--- config.mk ---
export PLATFORM = sky130hd
export DESIGN_NAME = event_time_stamp_capture
export DESIGN_NICKNAME = d
export VERILOG_FILES = /design/src/capture_pkg.sv /design/src/event_time_stamp_capture.sv /design/src/cascade_counter.sv
export SDC_FILE = /design/constraint.sdc
export NUM_CORES = 2
export LEC_CHECK = 0
export CORE_ASPECT_RATIO = 0.8
export CORE_MARGIN = 2
export CORE_UTILIZATION = 30
export CTS_CLUSTER_DIAMETER = 80
export DETAILED_ROUTE_END_ITERATION = 16
export DONT_BUFFER_PORTS = 1
export HOLD_SLACK_MARGIN = 0.15
export SLEW_MARGIN = 10
export SYNTH_ARGS = -nofsm -noshare
export SYNTH_HDL_FRONTEND = slang
export SYNTH_SLANG_ARGS = --single-unit
--- constraint.sdc ---
create_clock -name clk_sys -period 51.7 [get_ports clk_sys]
set_input_delay 2.585 -clock clk_sys [delete_from_list [all_inputs] [get_ports clk_sys]]
set_output_delay 2.585 -clock clk_sys [all_outputs]
set_load 0.1 [all_outputs]
--- src/capture_pkg.sv ---
`default_nettype none
package capture_pkg;
  localparam int CNT_W = 32;
  localparam int HALF_W = 16;
  localparam int INTERP_W = 8;
  localparam int BYTE_W = 8;
  localparam logic [1:0] SRC_A = 2'h0;
  localparam logic [1:0] SRC_B = 2'h1;
  localparam logic [1:0] SRC_C = 2'h2;
  localparam logic [1:0] PRESCALE_LAST = 2'h3;
  localparam logic [7:0] HDR_HASH = 8'h23;
  localparam logic [7:0] HDR_SIX = 8'h36;
  localparam logic [7:0] ASCII_ZERO = 8'h30;
  localparam int HDR_DIGITS = 6;
  localparam int SAMPLE_BYTES = 9;
  localparam int CLK_MHZ = 40;
  localparam int TIMEBASE_MHZ = 500;
  localparam int RATE_LIMIT_MHZ = 10;
  localparam int MIN_SPACING = (CLK_MHZ + RATE_LIMIT_MHZ - 1) / RATE_LIMIT_MHZ;
  localparam logic [3:0] MIN_SPACING_CYC = MIN_SPACING[3:0];
  typedef struct packed {
    logic [CNT_W-1:0] event_cnt;
    logic [CNT_W-1:0] time_cnt;
    logic [INTERP_W-1:0] interp;
  } sample_t;
  typedef enum logic [2:0] {
    TX_IDLE = 3'b000,
    TX_HASH = 3'b001,
    TX_SIX = 3'b010,
    TX_LEN = 3'b011,
    TX_DATA = 3'b100
  } tx_state_t;
endpackage : capture_pkg
`default_nettype wire

--- src/event_time_stamp_capture.sv ---
// Summary of operation
// - event and time counters are 32 bits, two cascaded 16-bit stages each
// - channel A or B source counts one per qualified trigger edge
// - channel C passes a divide-by-four prescaler before counting
// - time counter runs free every timebase tick, 2 ns per step
// - interpolator offset to next timebase edge is kept with each sample
// - event count is latched at the event and written to capture memory at the tick
// - time count is copied at the first timebase tick after the event
// - captured samples are moved out and sent as raw binary
// - above the timing rate, events may go untimed but stay counted
// - output is bytes, most significant byte first
// - transmission opens with hash, six, and six length digits
`timescale 1ns/1ps
`default_nettype none
module event_time_stamp_capture #(
  parameter int DEPTH = 16,
  parameter int AW = 4
) (
  // clock and reset
  input wire logic clk_sys,
  input wire logic rst,
  // input channels and qualification
  input wire logic chan_a,
  input wire logic chan_b,
  input wire logic chan_c,
  input wire logic [1:0] src_sel,
  input wire logic armed,
  // timebase tick and interpolator from analog front end
  input wire logic tb_tick,
  input wire logic [capture_pkg::INTERP_W-1:0] interp_in,
  // output request and byte stream
  input wire logic send_req,
  input wire logic byte_ready,
  output logic [7:0] byte_data_ff,
  output logic byte_valid_ff,
  output logic busy_ff
);
  // ==========================================================
  // input synchronisers
  logic [2:0] s1_ff, s2_ff, s3_ff;
  logic arm1_ff, arm2_ff, tb1_ff, tb2_ff, tb3_ff;
  always_ff @(posedge clk_sys) begin
    if (rst) begin
      s1_ff <= '0;
      s2_ff <= '0;
      s3_ff <= '0;
      arm1_ff <= 1'b0;
      arm2_ff <= 1'b0;
      tb1_ff <= 1'b0;
      tb2_ff <= 1'b0;
      tb3_ff <= 1'b0;
    end else begin
      s1_ff <= {chan_c, chan_b, chan_a};
      s2_ff <= s1_ff;
      s3_ff <= s2_ff;
      arm1_ff <= armed;
      arm2_ff <= arm1_ff;
      tb1_ff <= tb_tick;
      tb2_ff <= tb1_ff;
      tb3_ff <= tb2_ff;
    end
  end
  logic [2:0] rise;
  logic tb_edge;
  assign rise = s2_ff & ~s3_ff;
  assign tb_edge = tb2_ff & ~tb3_ff;
  // ==========================================================
  // event qualification
  logic [1:0] presc_ff;
  always_ff @(posedge clk_sys) begin
    if (rst) begin
      presc_ff <= '0;
    end else if (rise[2]) begin
      presc_ff <= presc_ff + 2'h1;
    end
  end
  logic raw_hit;
  always_comb begin
    unique case (src_sel)
      capture_pkg::SRC_A: raw_hit = rise[0];
      capture_pkg::SRC_B: raw_hit = rise[1];
      capture_pkg::SRC_C: raw_hit = rise[2] && (presc_ff == capture_pkg::PRESCALE_LAST);
      default: raw_hit = 1'b0;
    endcase
  end
  logic event_pulse;
  assign event_pulse = raw_hit && arm2_ff;
  // ==========================================================
  // counters
  logic [capture_pkg::CNT_W-1:0] event_cnt, time_cnt;
  cascade_counter #(.HALF(capture_pkg::HALF_W)) u_event_cnt (
    .clk_sys(clk_sys),
    .rst(rst),
    .inc(event_pulse),
    .value(event_cnt)
  );
  cascade_counter #(.HALF(capture_pkg::HALF_W)) u_time_cnt (
    .clk_sys(clk_sys),
    .rst(rst),
    .inc(tb_edge),
    .value(time_cnt)
  );
  // ==========================================================
  // capture: event count now, time count at next tick
  logic pend_ff;
  logic [3:0] gap_ff;
  logic [capture_pkg::CNT_W-1:0] ev_hold_ff;
  logic [capture_pkg::INTERP_W-1:0] ip_hold_ff;
  logic timed;
  logic mem_wr;
  assign timed = event_pulse && !pend_ff && (gap_ff == 4'h0);
  assign mem_wr = pend_ff && tb_edge;
  always_ff @(posedge clk_sys) begin
    if (rst) begin
      pend_ff <= 1'b0;
      ev_hold_ff <= '0;
      ip_hold_ff <= '0;
    end else if (timed) begin
      pend_ff <= 1'b1;
      ev_hold_ff <= event_cnt + 1'b1;
      ip_hold_ff <= interp_in;
    end else if (mem_wr) begin
      pend_ff <= 1'b0;
    end
  end
  always_ff @(posedge clk_sys) begin
    if (rst) begin
      gap_ff <= 4'h0;
    end else if (timed) begin
      gap_ff <= capture_pkg::MIN_SPACING_CYC - 4'h1;
    end else if (gap_ff != 4'h0) begin
      gap_ff <= gap_ff - 4'h1;
    end
  end
  capture_pkg::sample_t mem [DEPTH];
  logic [AW-1:0] wr_ptr_ff, rd_ptr_ff;
  logic [AW:0] fill_ff;
  logic rd_take;
  logic mem_push;
  assign mem_push = mem_wr && (fill_ff < AW'(DEPTH - 1) + 1);
  always_ff @(posedge clk_sys) begin
    if (mem_push) begin
      mem[wr_ptr_ff] <= '{event_cnt: ev_hold_ff, time_cnt: time_cnt + 1'b1,
                          interp: ip_hold_ff};
    end
  end
  always_ff @(posedge clk_sys) begin
    if (rst) begin
      wr_ptr_ff <= '0;
    end else if (mem_push) begin
      wr_ptr_ff <= wr_ptr_ff + 1'b1;
    end
  end
  always_ff @(posedge clk_sys) begin
    if (rst) begin
      fill_ff <= '0;
    end else begin
      fill_ff <= fill_ff + (mem_push ? 1'b1 : 1'b0) - (rd_take ? 1'b1 : 1'b0);
    end
  end
  // ==========================================================
  // transmitter
  capture_pkg::tx_state_t st_ff;
  logic [AW:0] n_ff;
  logic [3:0] idx_ff;
  logic [2:0] dig_ff;
  logic [19:0] len_ff;
  logic [19:0] len_div;
  capture_pkg::sample_t cur_ff;
  logic byte_done;
  assign byte_done = byte_valid_ff && byte_ready;
  assign rd_take = (st_ff == capture_pkg::TX_DATA) && byte_done &&
                   (idx_ff == 4'(capture_pkg::SAMPLE_BYTES - 1));
  function automatic logic [19:0] pow10(input logic [2:0] d);
    unique case (d)
      3'h0: pow10 = 20'd100000;
      3'h1: pow10 = 20'd10000;
      3'h2: pow10 = 20'd1000;
      3'h3: pow10 = 20'd100;
      3'h4: pow10 = 20'd10;
      default: pow10 = 20'd1;
    endcase
  endfunction : pow10
  assign len_div = len_ff / pow10(dig_ff);
  always_ff @(posedge clk_sys) begin
    if (rst) begin
      st_ff <= capture_pkg::TX_IDLE;
      byte_valid_ff <= 1'b0;
      byte_data_ff <= 8'h00;
      busy_ff <= 1'b0;
      n_ff <= '0;
      idx_ff <= 4'h0;
      dig_ff <= 3'h0;
      len_ff <= '0;
      cur_ff <= '0;
      rd_ptr_ff <= '0;
    end else begin
      unique case (st_ff)
        capture_pkg::TX_IDLE: begin
          if (send_req && fill_ff != 0) begin
            n_ff <= fill_ff;
            len_ff <= 20'(fill_ff) * 20'(capture_pkg::SAMPLE_BYTES);
            dig_ff <= 3'h0;
            byte_data_ff <= capture_pkg::HDR_HASH;
            byte_valid_ff <= 1'b1;
            busy_ff <= 1'b1;
            st_ff <= capture_pkg::TX_HASH;
          end
        end
        capture_pkg::TX_HASH: if (byte_done) begin
          byte_data_ff <= capture_pkg::HDR_SIX;
          st_ff <= capture_pkg::TX_SIX;
        end
        capture_pkg::TX_SIX: if (byte_done) begin
          byte_data_ff <= capture_pkg::ASCII_ZERO + 8'(len_div % 10);
          dig_ff <= 3'h1;
          st_ff <= capture_pkg::TX_LEN;
        end
        capture_pkg::TX_LEN: if (byte_done) begin
          if (dig_ff == 3'(capture_pkg::HDR_DIGITS)) begin
            cur_ff <= mem[rd_ptr_ff];
            byte_data_ff <= mem[rd_ptr_ff][71:64];
            idx_ff <= 4'h0;
            st_ff <= capture_pkg::TX_DATA;
          end else begin
            byte_data_ff <= capture_pkg::ASCII_ZERO + 8'(len_div % 10);
            dig_ff <= dig_ff + 3'h1;
          end
        end
        capture_pkg::TX_DATA: if (byte_done) begin
          if (idx_ff == 4'(capture_pkg::SAMPLE_BYTES - 1)) begin
            rd_ptr_ff <= rd_ptr_ff + 1'b1;
            if (n_ff == 1) begin
              byte_valid_ff <= 1'b0;
              busy_ff <= 1'b0;
              st_ff <= capture_pkg::TX_IDLE;
            end else begin
              n_ff <= n_ff - 1'b1;
              cur_ff <= mem[rd_ptr_ff + 1'b1];
              byte_data_ff <= mem[rd_ptr_ff + 1'b1][71:64];
              idx_ff <= 4'h0;
            end
          end else begin
            byte_data_ff <= 8'(cur_ff << (8 * (idx_ff + 1)) >> 64);
            idx_ff <= idx_ff + 4'h1;
          end
        end
        default: st_ff <= capture_pkg::TX_IDLE;
      endcase
    end
  end
  // ==========================================================
  // checks
  chk_event_count: assert property (@(posedge clk_sys) disable iff (rst)
    event_pulse |=> event_cnt == $past(event_cnt) + 1) else $error("event not counted");
  chk_no_arm: assert property (@(posedge clk_sys) disable iff (rst)
    !arm2_ff |=> event_cnt == $past(event_cnt)) else $error("count while disarmed");
  chk_time_run: assert property (@(posedge clk_sys) disable iff (rst)
    tb_edge |=> time_cnt == $past(time_cnt) + 1) else $error("time counter stalled");
  chk_wrap_zero: assert property (@(posedge clk_sys) disable iff (rst)
    (tb_edge && &time_cnt) |=> time_cnt == 0) else $error("time counter no wrap");
  chk_ev_latch: assert property (@(posedge clk_sys) disable iff (rst)
    timed |=> ev_hold_ff == event_cnt) else $error("event count not latched");
  chk_pend_close: assert property (@(posedge clk_sys) disable iff (rst)
    (pend_ff && tb_edge) |=> !pend_ff) else $error("time capture missed");
  chk_hdr_six: assert property (@(posedge clk_sys) disable iff (rst)
    (st_ff == capture_pkg::TX_HASH && byte_done) |=> byte_data_ff == 8'h36)
    else $error("header six missing");
  chk_fill_bound: assert property (@(posedge clk_sys) disable iff (rst)
    fill_ff <= DEPTH) else $error("capture memory overrun");
  chk_c_prescale: assert property (@(posedge clk_sys) disable iff (rst)
    (src_sel == capture_pkg::SRC_C && rise[2] && presc_ff != 2'h3) |=> !$past(event_pulse))
    else $error("prescaler bypassed");
  cov_timed: cover property (@(posedge clk_sys) disable iff (rst) timed ##[1:40] mem_wr);
  cov_skip: cover property (@(posedge clk_sys) disable iff (rst) event_pulse && !timed);
  cov_send: cover property (@(posedge clk_sys) disable iff (rst) rd_take);
endmodule : event_time_stamp_capture
`default_nettype wire

--- src/cascade_counter.sv ---
`timescale 1ns/1ps
`default_nettype none
module cascade_counter #(
  parameter int HALF = 16
) (
  // clock and reset
  input wire logic clk_sys,
  input wire logic rst,
  // count control
  input wire logic inc,
  output logic [2*HALF-1:0] value
);
  logic [HALF-1:0] low_ff;
  logic [HALF-1:0] high_ff;
  // low stage
  always_ff @(posedge clk_sys) begin
    if (rst) begin
      low_ff <= '0;
    end else if (inc) begin
      low_ff <= low_ff + 1'b1;
    end
  end
  // high stage carries on low stage terminal count, wraps silently
  always_ff @(posedge clk_sys) begin
    if (rst) begin
      high_ff <= '0;
    end else if (inc && (&low_ff)) begin
      high_ff <= high_ff + 1'b1;
    end
  end
  assign value = {high_ff, low_ff};
endmodule : cascade_counter
`default_nettype wire

Word-level counts from Yosys, hierarchy flattened
Memories as Yosys holds them, arrays and structs flattened. A register that Yosys moved wholly into a read port is not among the register bits.
Index checks and enable logic that the tools add are counted.
{"block": "totals", "register_bits": 243, "latchBits": 0, "ram_bits": 1152, "mem_bits_ro": 0, "inputBits": 19, "out_inout_bits": 10, "word_cells": 177, "memories": 1}
{"name": "mem", "depth": 16, "word_bits": 72, "rd": 2, "rd_clocked_by_memory_dff": 1, "write_ports": 1, "line_no": "event_time_stamp_capture.sv:135", "text": "capture_pkg::sample_t mem [DEPTH];"}
{"block": "classes", "n_addsub": 17, "multipliers": 1, "div_mod_pow": 2, "n_lt_le_gt_ge": 1, "n_eq_ne": 25, "n_shift": 1, "mux": 57, "n_bitwise": 4, "reduce_logical": 37}
{"operator": "$mux 72", "n": 5}
{"operator": "$pmux 72 s2", "n": 1}
{"operator": "$pmux 17 s5", "n": 1}
{"operator": "$shl 72x8->72", "n": 1}
{"operator": "$add 16x1->16 const B", "n": 4}
{"operator": "$add 32x1->32 const B", "n": 2}
{"operator": "$mux 8", "n": 8}
{"operator": "$pmux 8 s5", "n": 1}
{"operator": "$mux 3", "n": 12}
{"operator": "$mod 20x4->32 const B", "n": 1}
{"operator": "$reduce_and 16->1", "n": 2}
{"operator": "$mux 4", "n": 7}
{"operator": "$div 9x20->20", "n": 1}
{"operator": "$mux 5", "n": 4}
{"operator": "$reduce_and 5->1", "n": 4}
{"operator": "$ne 2x2->1 const B", "n": 8}
{"operator": "$pmux 3 s5", "n": 1}
{"operator": "$add 4x1->4 const B", "n": 3}
{"operator": "$eq 3x2->1 const B", "n": 4}
{"operator": "$logic_and 1x1->1", "n": 12}
{"operator": "$mux 1", "n": 10}
{"operator": "$pmux 5 s2", "n": 1}
{"operator": "$reduce_bool 5->1", "n": 2}
{"operator": "$eq 3x3->1 const B", "n": 3}
{"operator": "39 further kinds", "n": 47}

Logic depth before layout (Yosys ltp)
{"block": "logic_depth", "ltp_word": 8, "depth_mapped": 229, "depth_no_buf": 204}

Modules after synthesis
Synthesis repeated with hierarchy kept, for this count alone.
{"block": "unflattened", "cells_unflattened": 5292, "area_unflattened_um2": 75747.6}
{"module": "event_time_stamp_capture", "instances": 1, "cells_per_inst": 4932, "area_per_inst_um2": 72694.7, "seq_area_each_um2": 38256.7}
{"module": "cascade_counter", "instances": 2, "cells_per_inst": 180, "area_per_inst_um2": 1526.5, "seq_area_each_um2": 640.6}

Worst setup path after synthesis
No wires, ideal clock.
{"block": "synth_path", "kind": "register -> register", "startpoint": "register dig_ff[1]", "endpoint": "register byte_data_ff[0]", "arrival_ns": 45.810, "setup_slack_ns": 5.765, "path_stages_with_launch": 214, "period_less_slack_ns": 45.935, "path_cell_list": "dfxtp_1 -> inv_1 -> ha_1 -> buf_4 -> nor3_1 -> o21ai_1 -> nand2_1 -> ha_1 -> o211a_1 -> o221ai_1 -> clkbuf_1 -> nor2_1 -> ha_1 -> or3_1 -> o22ai_1 -> nor3_1 -> or2_2 -> ha_1 -> (+178 left out) -> a21o_1 -> a21oi_1 -> nor2b_1 -> o21ai_0 -> nand2b_1 -> a21oi_1 -> nor2b_1 -> o21ai_0 -> nand2b_1 -> a21oi_1 -> nor2b_1 -> o21ai_0 -> nand2b_1 -> nor3b_1 -> o21ai_0 -> o211ai_1 -> a31o_1 -> a31oi_1"}
{"block": "synth_between", "elab_chain_len": 8, "elab_cells_between_ends": 14, "cone_classes": "add/sub: 1; div: 2; eq/ne: 5; mux: 5; reduce/logical: 1"}
{"element": "start: declaration", "line_no": "event_time_stamp_capture.sv:166", "text": "logic [2:0] dig_ff;"}
{"element": "start signal: assignment", "line_no": "event_time_stamp_capture.sv:227", "text": "dig_ff <= dig_ff + 3'h1;"}
{"element": "$eq 3x3->1 (tied with other cells)", "line_no": "event_time_stamp_capture.sv:175", "text": "unique case (d)"}
{"element": "$pmux 17 s5", "line_no": "event_time_stamp_capture.sv:175"}
{"element": "$div 9x20->20", "line_no": "event_time_stamp_capture.sv:184", "text": "assign len_div = len_ff / pow10(dig_ff);"}
{"element": "$mod 20x4->32", "line_no": "event_time_stamp_capture.sv:215, event_time_stamp_capture.sv:226"}
{"element": "$add 6x8->8", "line_no": "event_time_stamp_capture.sv:215, event_time_stamp_capture.sv:226"}
{"element": "$mux 8", "line_no": "event_time_stamp_capture.sv:220", "text": "if (dig_ff == 3'(capture_pkg::HDR_DIGITS)) begin"}
{"element": "$mux 8", "line_no": "event_time_stamp_capture.sv:219", "text": "capture_pkg::TX_LEN: if (byte_done) begin"}
{"element": "$pmux 8 s5 (*)", "line_no": "event_time_stamp_capture.sv:198", "text": "unique case (st_ff)"}
{"element": "end signal: assignment", "line_no": "event_time_stamp_capture.sv:215", "text": "byte_data_ff <= capture_pkg::ASCII_ZERO + 8'(len_div % 10);"}
{"element": "end signal: assignment", "line_no": "event_time_stamp_capture.sv:222", "text": "byte_data_ff <= mem[rd_ptr_ff][71:64];"}
{"element": "end signal: assignment", "line_no": "event_time_stamp_capture.sv:226", "text": "byte_data_ff <= capture_pkg::ASCII_ZERO + 8'(len_div % 10);"}
{"element": "end: declaration", "line_no": "event_time_stamp_capture.sv:34", "text": "output logic [7:0] byte_data_ff,"}
Mark *: on every way between the ends. The rest lies on a longest branch, timed or not. The select of a mux whose other input is x is not followed.
A chain may end at the register's enable or synchronous reset.

Final worst setup path
{"block": "layout_path", "startpoint": "register dig_ff[0]", "endpoint": "register byte_data_ff[0]"}
The elaborated chain is that of the path after synthesis.

==> run summary <==
The worst setup path is launched from a flop. In this run the critical register-to-register path is launched from dig_ff[0]. The number of iterations in the first detailed-routing pass is 6. The placeable core region is 0.2489 mm2. The post-layout minimum cycle time came out at 47.78 ns. The count of H-tree levels built during CTS came out at 4. The final period utilization came out at 92.43%. The root buffer cell chosen for the clock tree is sky130_fd_sc_hd__clkbuf_16.

The final worst slack is 3.916 ns. The half-perimeter wire length after detailed placement came out at 120.3 mm. The biggest area contributor in the post-synthesis netlist is sky130_fd_sc_hd__edfxtp_1.

The slew at the pin closest to its max-slew limit is 1.268 ns. The wire length of the first global-routing pass is 313.9 mm. The hold buffer count at CTS is 0. The run finished with clean final reports. The total CTS buffers is 146. The final wirelength came out at 210.9 mm.

Summed over its instances, the top area cell type makes up 46.19% of the synthesized netlist area. Sorting the synthesized cells by area gives the leading types as sky130_fd_sc_hd__edfxtp_1, sky130_fd_sc_hd__mux4_2, sky130_fd_sc_hd__dfxtp_1. The initial core utilization came out at 30.09%. The source-to-sink clock delay at the later pin of the worst-skew pair is 0.83 ns. The worst register-to-register path ends at byte_data_ff[0].

Entering global routing, the biggest net connects 245 pins. Clock-pin slew was measured on the worst setup and hold paths at 0.06 ns. For this design the total switching power over the nets is 457.5 uW. The synthesized area per cell is 14.50 um2. Tracing the worst setup path back leads to its startpoint at dig_ff[0].

The relative contribution of combinational cells to total power is 0.6%. The synthesized instance count is 5165. In this run the static leakage power is 0.02742 uW. For this block, the via count after detailed routing is 48400. The via count of the first global-routing pass is 47150.

Setup repair after global routing left no endpoint under its margin. The number of synthesized flops with an enable pin came out at 1152. In this run, flip-flops and latches consume 53.6% of the power. The total of flip-flops plus latches after synthesis came out at 1399. The worst hold-check path type is reg2reg. The switching part of the total is 20.31%. In the synthesized netlist, the cells that appear most often are sky130_fd_sc_hd__edfxtp_1, sky130_fd_sc_hd__mux4_2, sky130_fd_sc_hd__nor2_1. For this design the top-level I/O count stands at 29.

The number of stages on the worst hold path came out at 1. The number of antenna violations at the first check in global routing came out at 0. For this run, the leading register cell type out of synthesis is sky130_fd_sc_hd__edfxtp_1. At the end of routability-driven placement, the weighted congestion stood at 0.8599. The number of DRC markers after the initial detailed-route iteration is 5443. During synthesis, Yosys emitted a total of 0 warnings.

The post-detailed-route wirelength per cell is 24.71 um. The total global-route track usage came out at 16.25%. The count of pins over their slew limit came to 0. The headroom to the max-slew limit is 15.24%. The worst reg-to-reg path cell count came out at 192. Along the worst path, the maximum fanout reaches 48. Counting distinct cell types in the post-synthesis netlist gives 113. The final worst clock skew is 0.1002 ns. Cell internal power was estimated by the tool at 1795 uW. The fraction of layout instances using a drive strength above 1 is 22.69%. In the final timing run, aggregate negative setup slack is 0 ns. The worst setup path is of the reg2reg kind. The power density over the cells is 26.96 mW/mm2. The share of synthesized registers carrying an async set or reset came out at 0%.

The worst setup slack after placement is 3.774 ns. The count of port buffers added during placement is 0. VDD sags by at most 0.02521 mV.

The kind of end point of the critical path is a flop. The data arrival time of the worst path came out at 48.43 ns. The relative area change from synthesis to final layout is 11.56%. The area enclosed by the die boundary came out at 0.2537 mm2. The net count of the finished layout is 5341. Among all stages on the critical path, the largest delay is contributed by sky130_fd_sc_hd__o31ai_2. Yosys instantiated no cell more often than sky130_fd_sc_hd__edfxtp_1. TritonCTS built the clock tree. The remaining global-route overflow came out at 0. The post-detailed-route count of antenna-violating nets came out at 0.

The share of the yosys chip area belonging to registers came out at 52.79%. The post-synthesis cell area came out at 0.07489 mm2. The number of DRC violations after detailed routing came out at 0.

The worst-case register-to-register setup slack came out at 3.92 ns. The highest clock frequency the design can meet came out at 0.02093 GHz. Per report_power, the clock group accounts for 45.8% of the total. The die is 450.9 um tall. The total of endpoints with negative setup slack in the final report is 0. The largest single stage delay on the critical path is 0.75 ns.

The cell repeated most along the worst path is sky130_fd_sc_hd__o21a_1. The number of placement rows came out at 164. The post-detailed-route via-to-cell ratio came out at 5.671. In this run the most critical hold path is launched from s1_ff[0].

The TritonCTS sink count is 1399. The data required time at the worst endpoint is 52.34 ns. The endpoint of the worst setup timing path is byte_data_ff[0]. The tool flagged a number of max-cap violations equal to 0. The count of final hold-check violations is 0. From left edge to right edge, the die measures 562.6 um. The maximum count of clock buffers along a single path came out at 4.
[state kept, by name, indices dropped and copies added (netlist names), 8 cells and up, named ones only]
register	flops
byte_data_ff	8
cur_ff	72
ev_hold_ff	32
ip_hold_ff	8
len_ff	9
mem	1152
u_event_cnt.high_ff	16
u_event_cnt.low_ff	16
u_time_cnt.high_ff	16
u_time_cnt.low_ff	16
[metal layers]
layer / track usage (%) / share of wire, % / vias to the layer above
met5: 0 / 0 / -
li1: - / - / 20790
met4: 3.815 / 2.3 / 0
met1: 23.42 / 43 / 24980
met3: 2.843 / 8.8 / 334
met2: 25.39 / 45 / 2298
[cells by family after synthesis]
logic type      after synthesis  share of synthesized area [%]
flops                      1399                          52.79
simple gates               1266                          7.662
compound gates              855                          8.287
mux                         802                          22.96
buf+inv                     405                          2.068
fa+ha+maj                   222                          3.714
xor+xnor                    214                          2.503
other cells                   2                        0.01003
[worst min-delay path by stage]
stage / to / slack, ns
floorplan: arm2_ff / 0.41
global placement: s2_ff[0] / 0.42
finish: s2_ff[0] / 0.44
global route: arm2_ff / 0.46
detailed placement: s2_ff[0] / 0.43
CTS: s2_ff[0] / 0.45
[per-stage QoR]
stage,hold WS (ns),cell area [um2],util (%),std cells,total power (uW)
4_1_cts,0.4466,83500,33.55,8533,2271
2_1_floorplan,0.4138,74930,-,5174,1245
3_3_place_gp,0.4227,78950,31.72,8277,1245
6_report,0.4431,83550,33.57,8535,2252
3_5_place_dp,0.4332,78950,31.72,8277,1246
5_1_grt,0.4609,83550,33.57,8533,2314
[cell type report]
cell class	instances	area, um2
well taps	3320	4154
diodes	2	5.005
clock buffers	196	4035
flip-flops and latches	1399	39560
repair buffers	106	883.3
inverters	82	307.8
multi-input cells	3370	34090
clock inverters	60	514.2
fillers	23650	165400
[what timing repair did]
item | 4_1_cts | 5_1_grt
resized for setup | 0 | 3
endpoints found under the setup margin | 0 | 1
buffers inserted | 0 | 0
[power by group through the flow]
stage          Combinational [uW]  Sequential (uW)  Clock [uW]
4_1_cts                      13.6             1210        1050
6_report                     13.7             1210        1030
2_1_floorplan                13.2             1230           0
3_5_place_dp                 13.5             1230           0
5_1_grt                      15.7             1210        1090
3_3_place_gp                 13.0             1230           0
[layout by cell type, fill, tap and decap left out, types with 99 or more instances in the layout]
master                      Yosys  routed
sky130_fd_sc_hd__edfxtp_1    1152    1152
sky130_fd_sc_hd__mux4_2       728     728
sky130_fd_sc_hd__nor2_1       411     399
sky130_fd_sc_hd__nand2_1      397     396
sky130_fd_sc_hd__dfxtp_1      247     240
sky130_fd_sc_hd__ha_1         215     214
sky130_fd_sc_hd__a21oi_1      170     167
sky130_fd_sc_hd__clkbuf_16      0     149
sky130_fd_sc_hd__nor3_1       126     120
sky130_fd_sc_hd__xor2_1       105     104
sky130_fd_sc_hd__xnor2_1      109     103
sky130_fd_sc_hd__buf_4          3      99
[worst max-delay path, delay by kind of cell, from the launching register on]
kind / cells / cell delay [ns]
compound gates: 126 / 30.42
fa+ha+maj: 19 / 6.05
buf+inv: 7 / 1.83
flops: 1 / 0.38
mux: 3 / 1.13
simple gates: 37 / 7.68
Power figures use the tool's default switching activity.
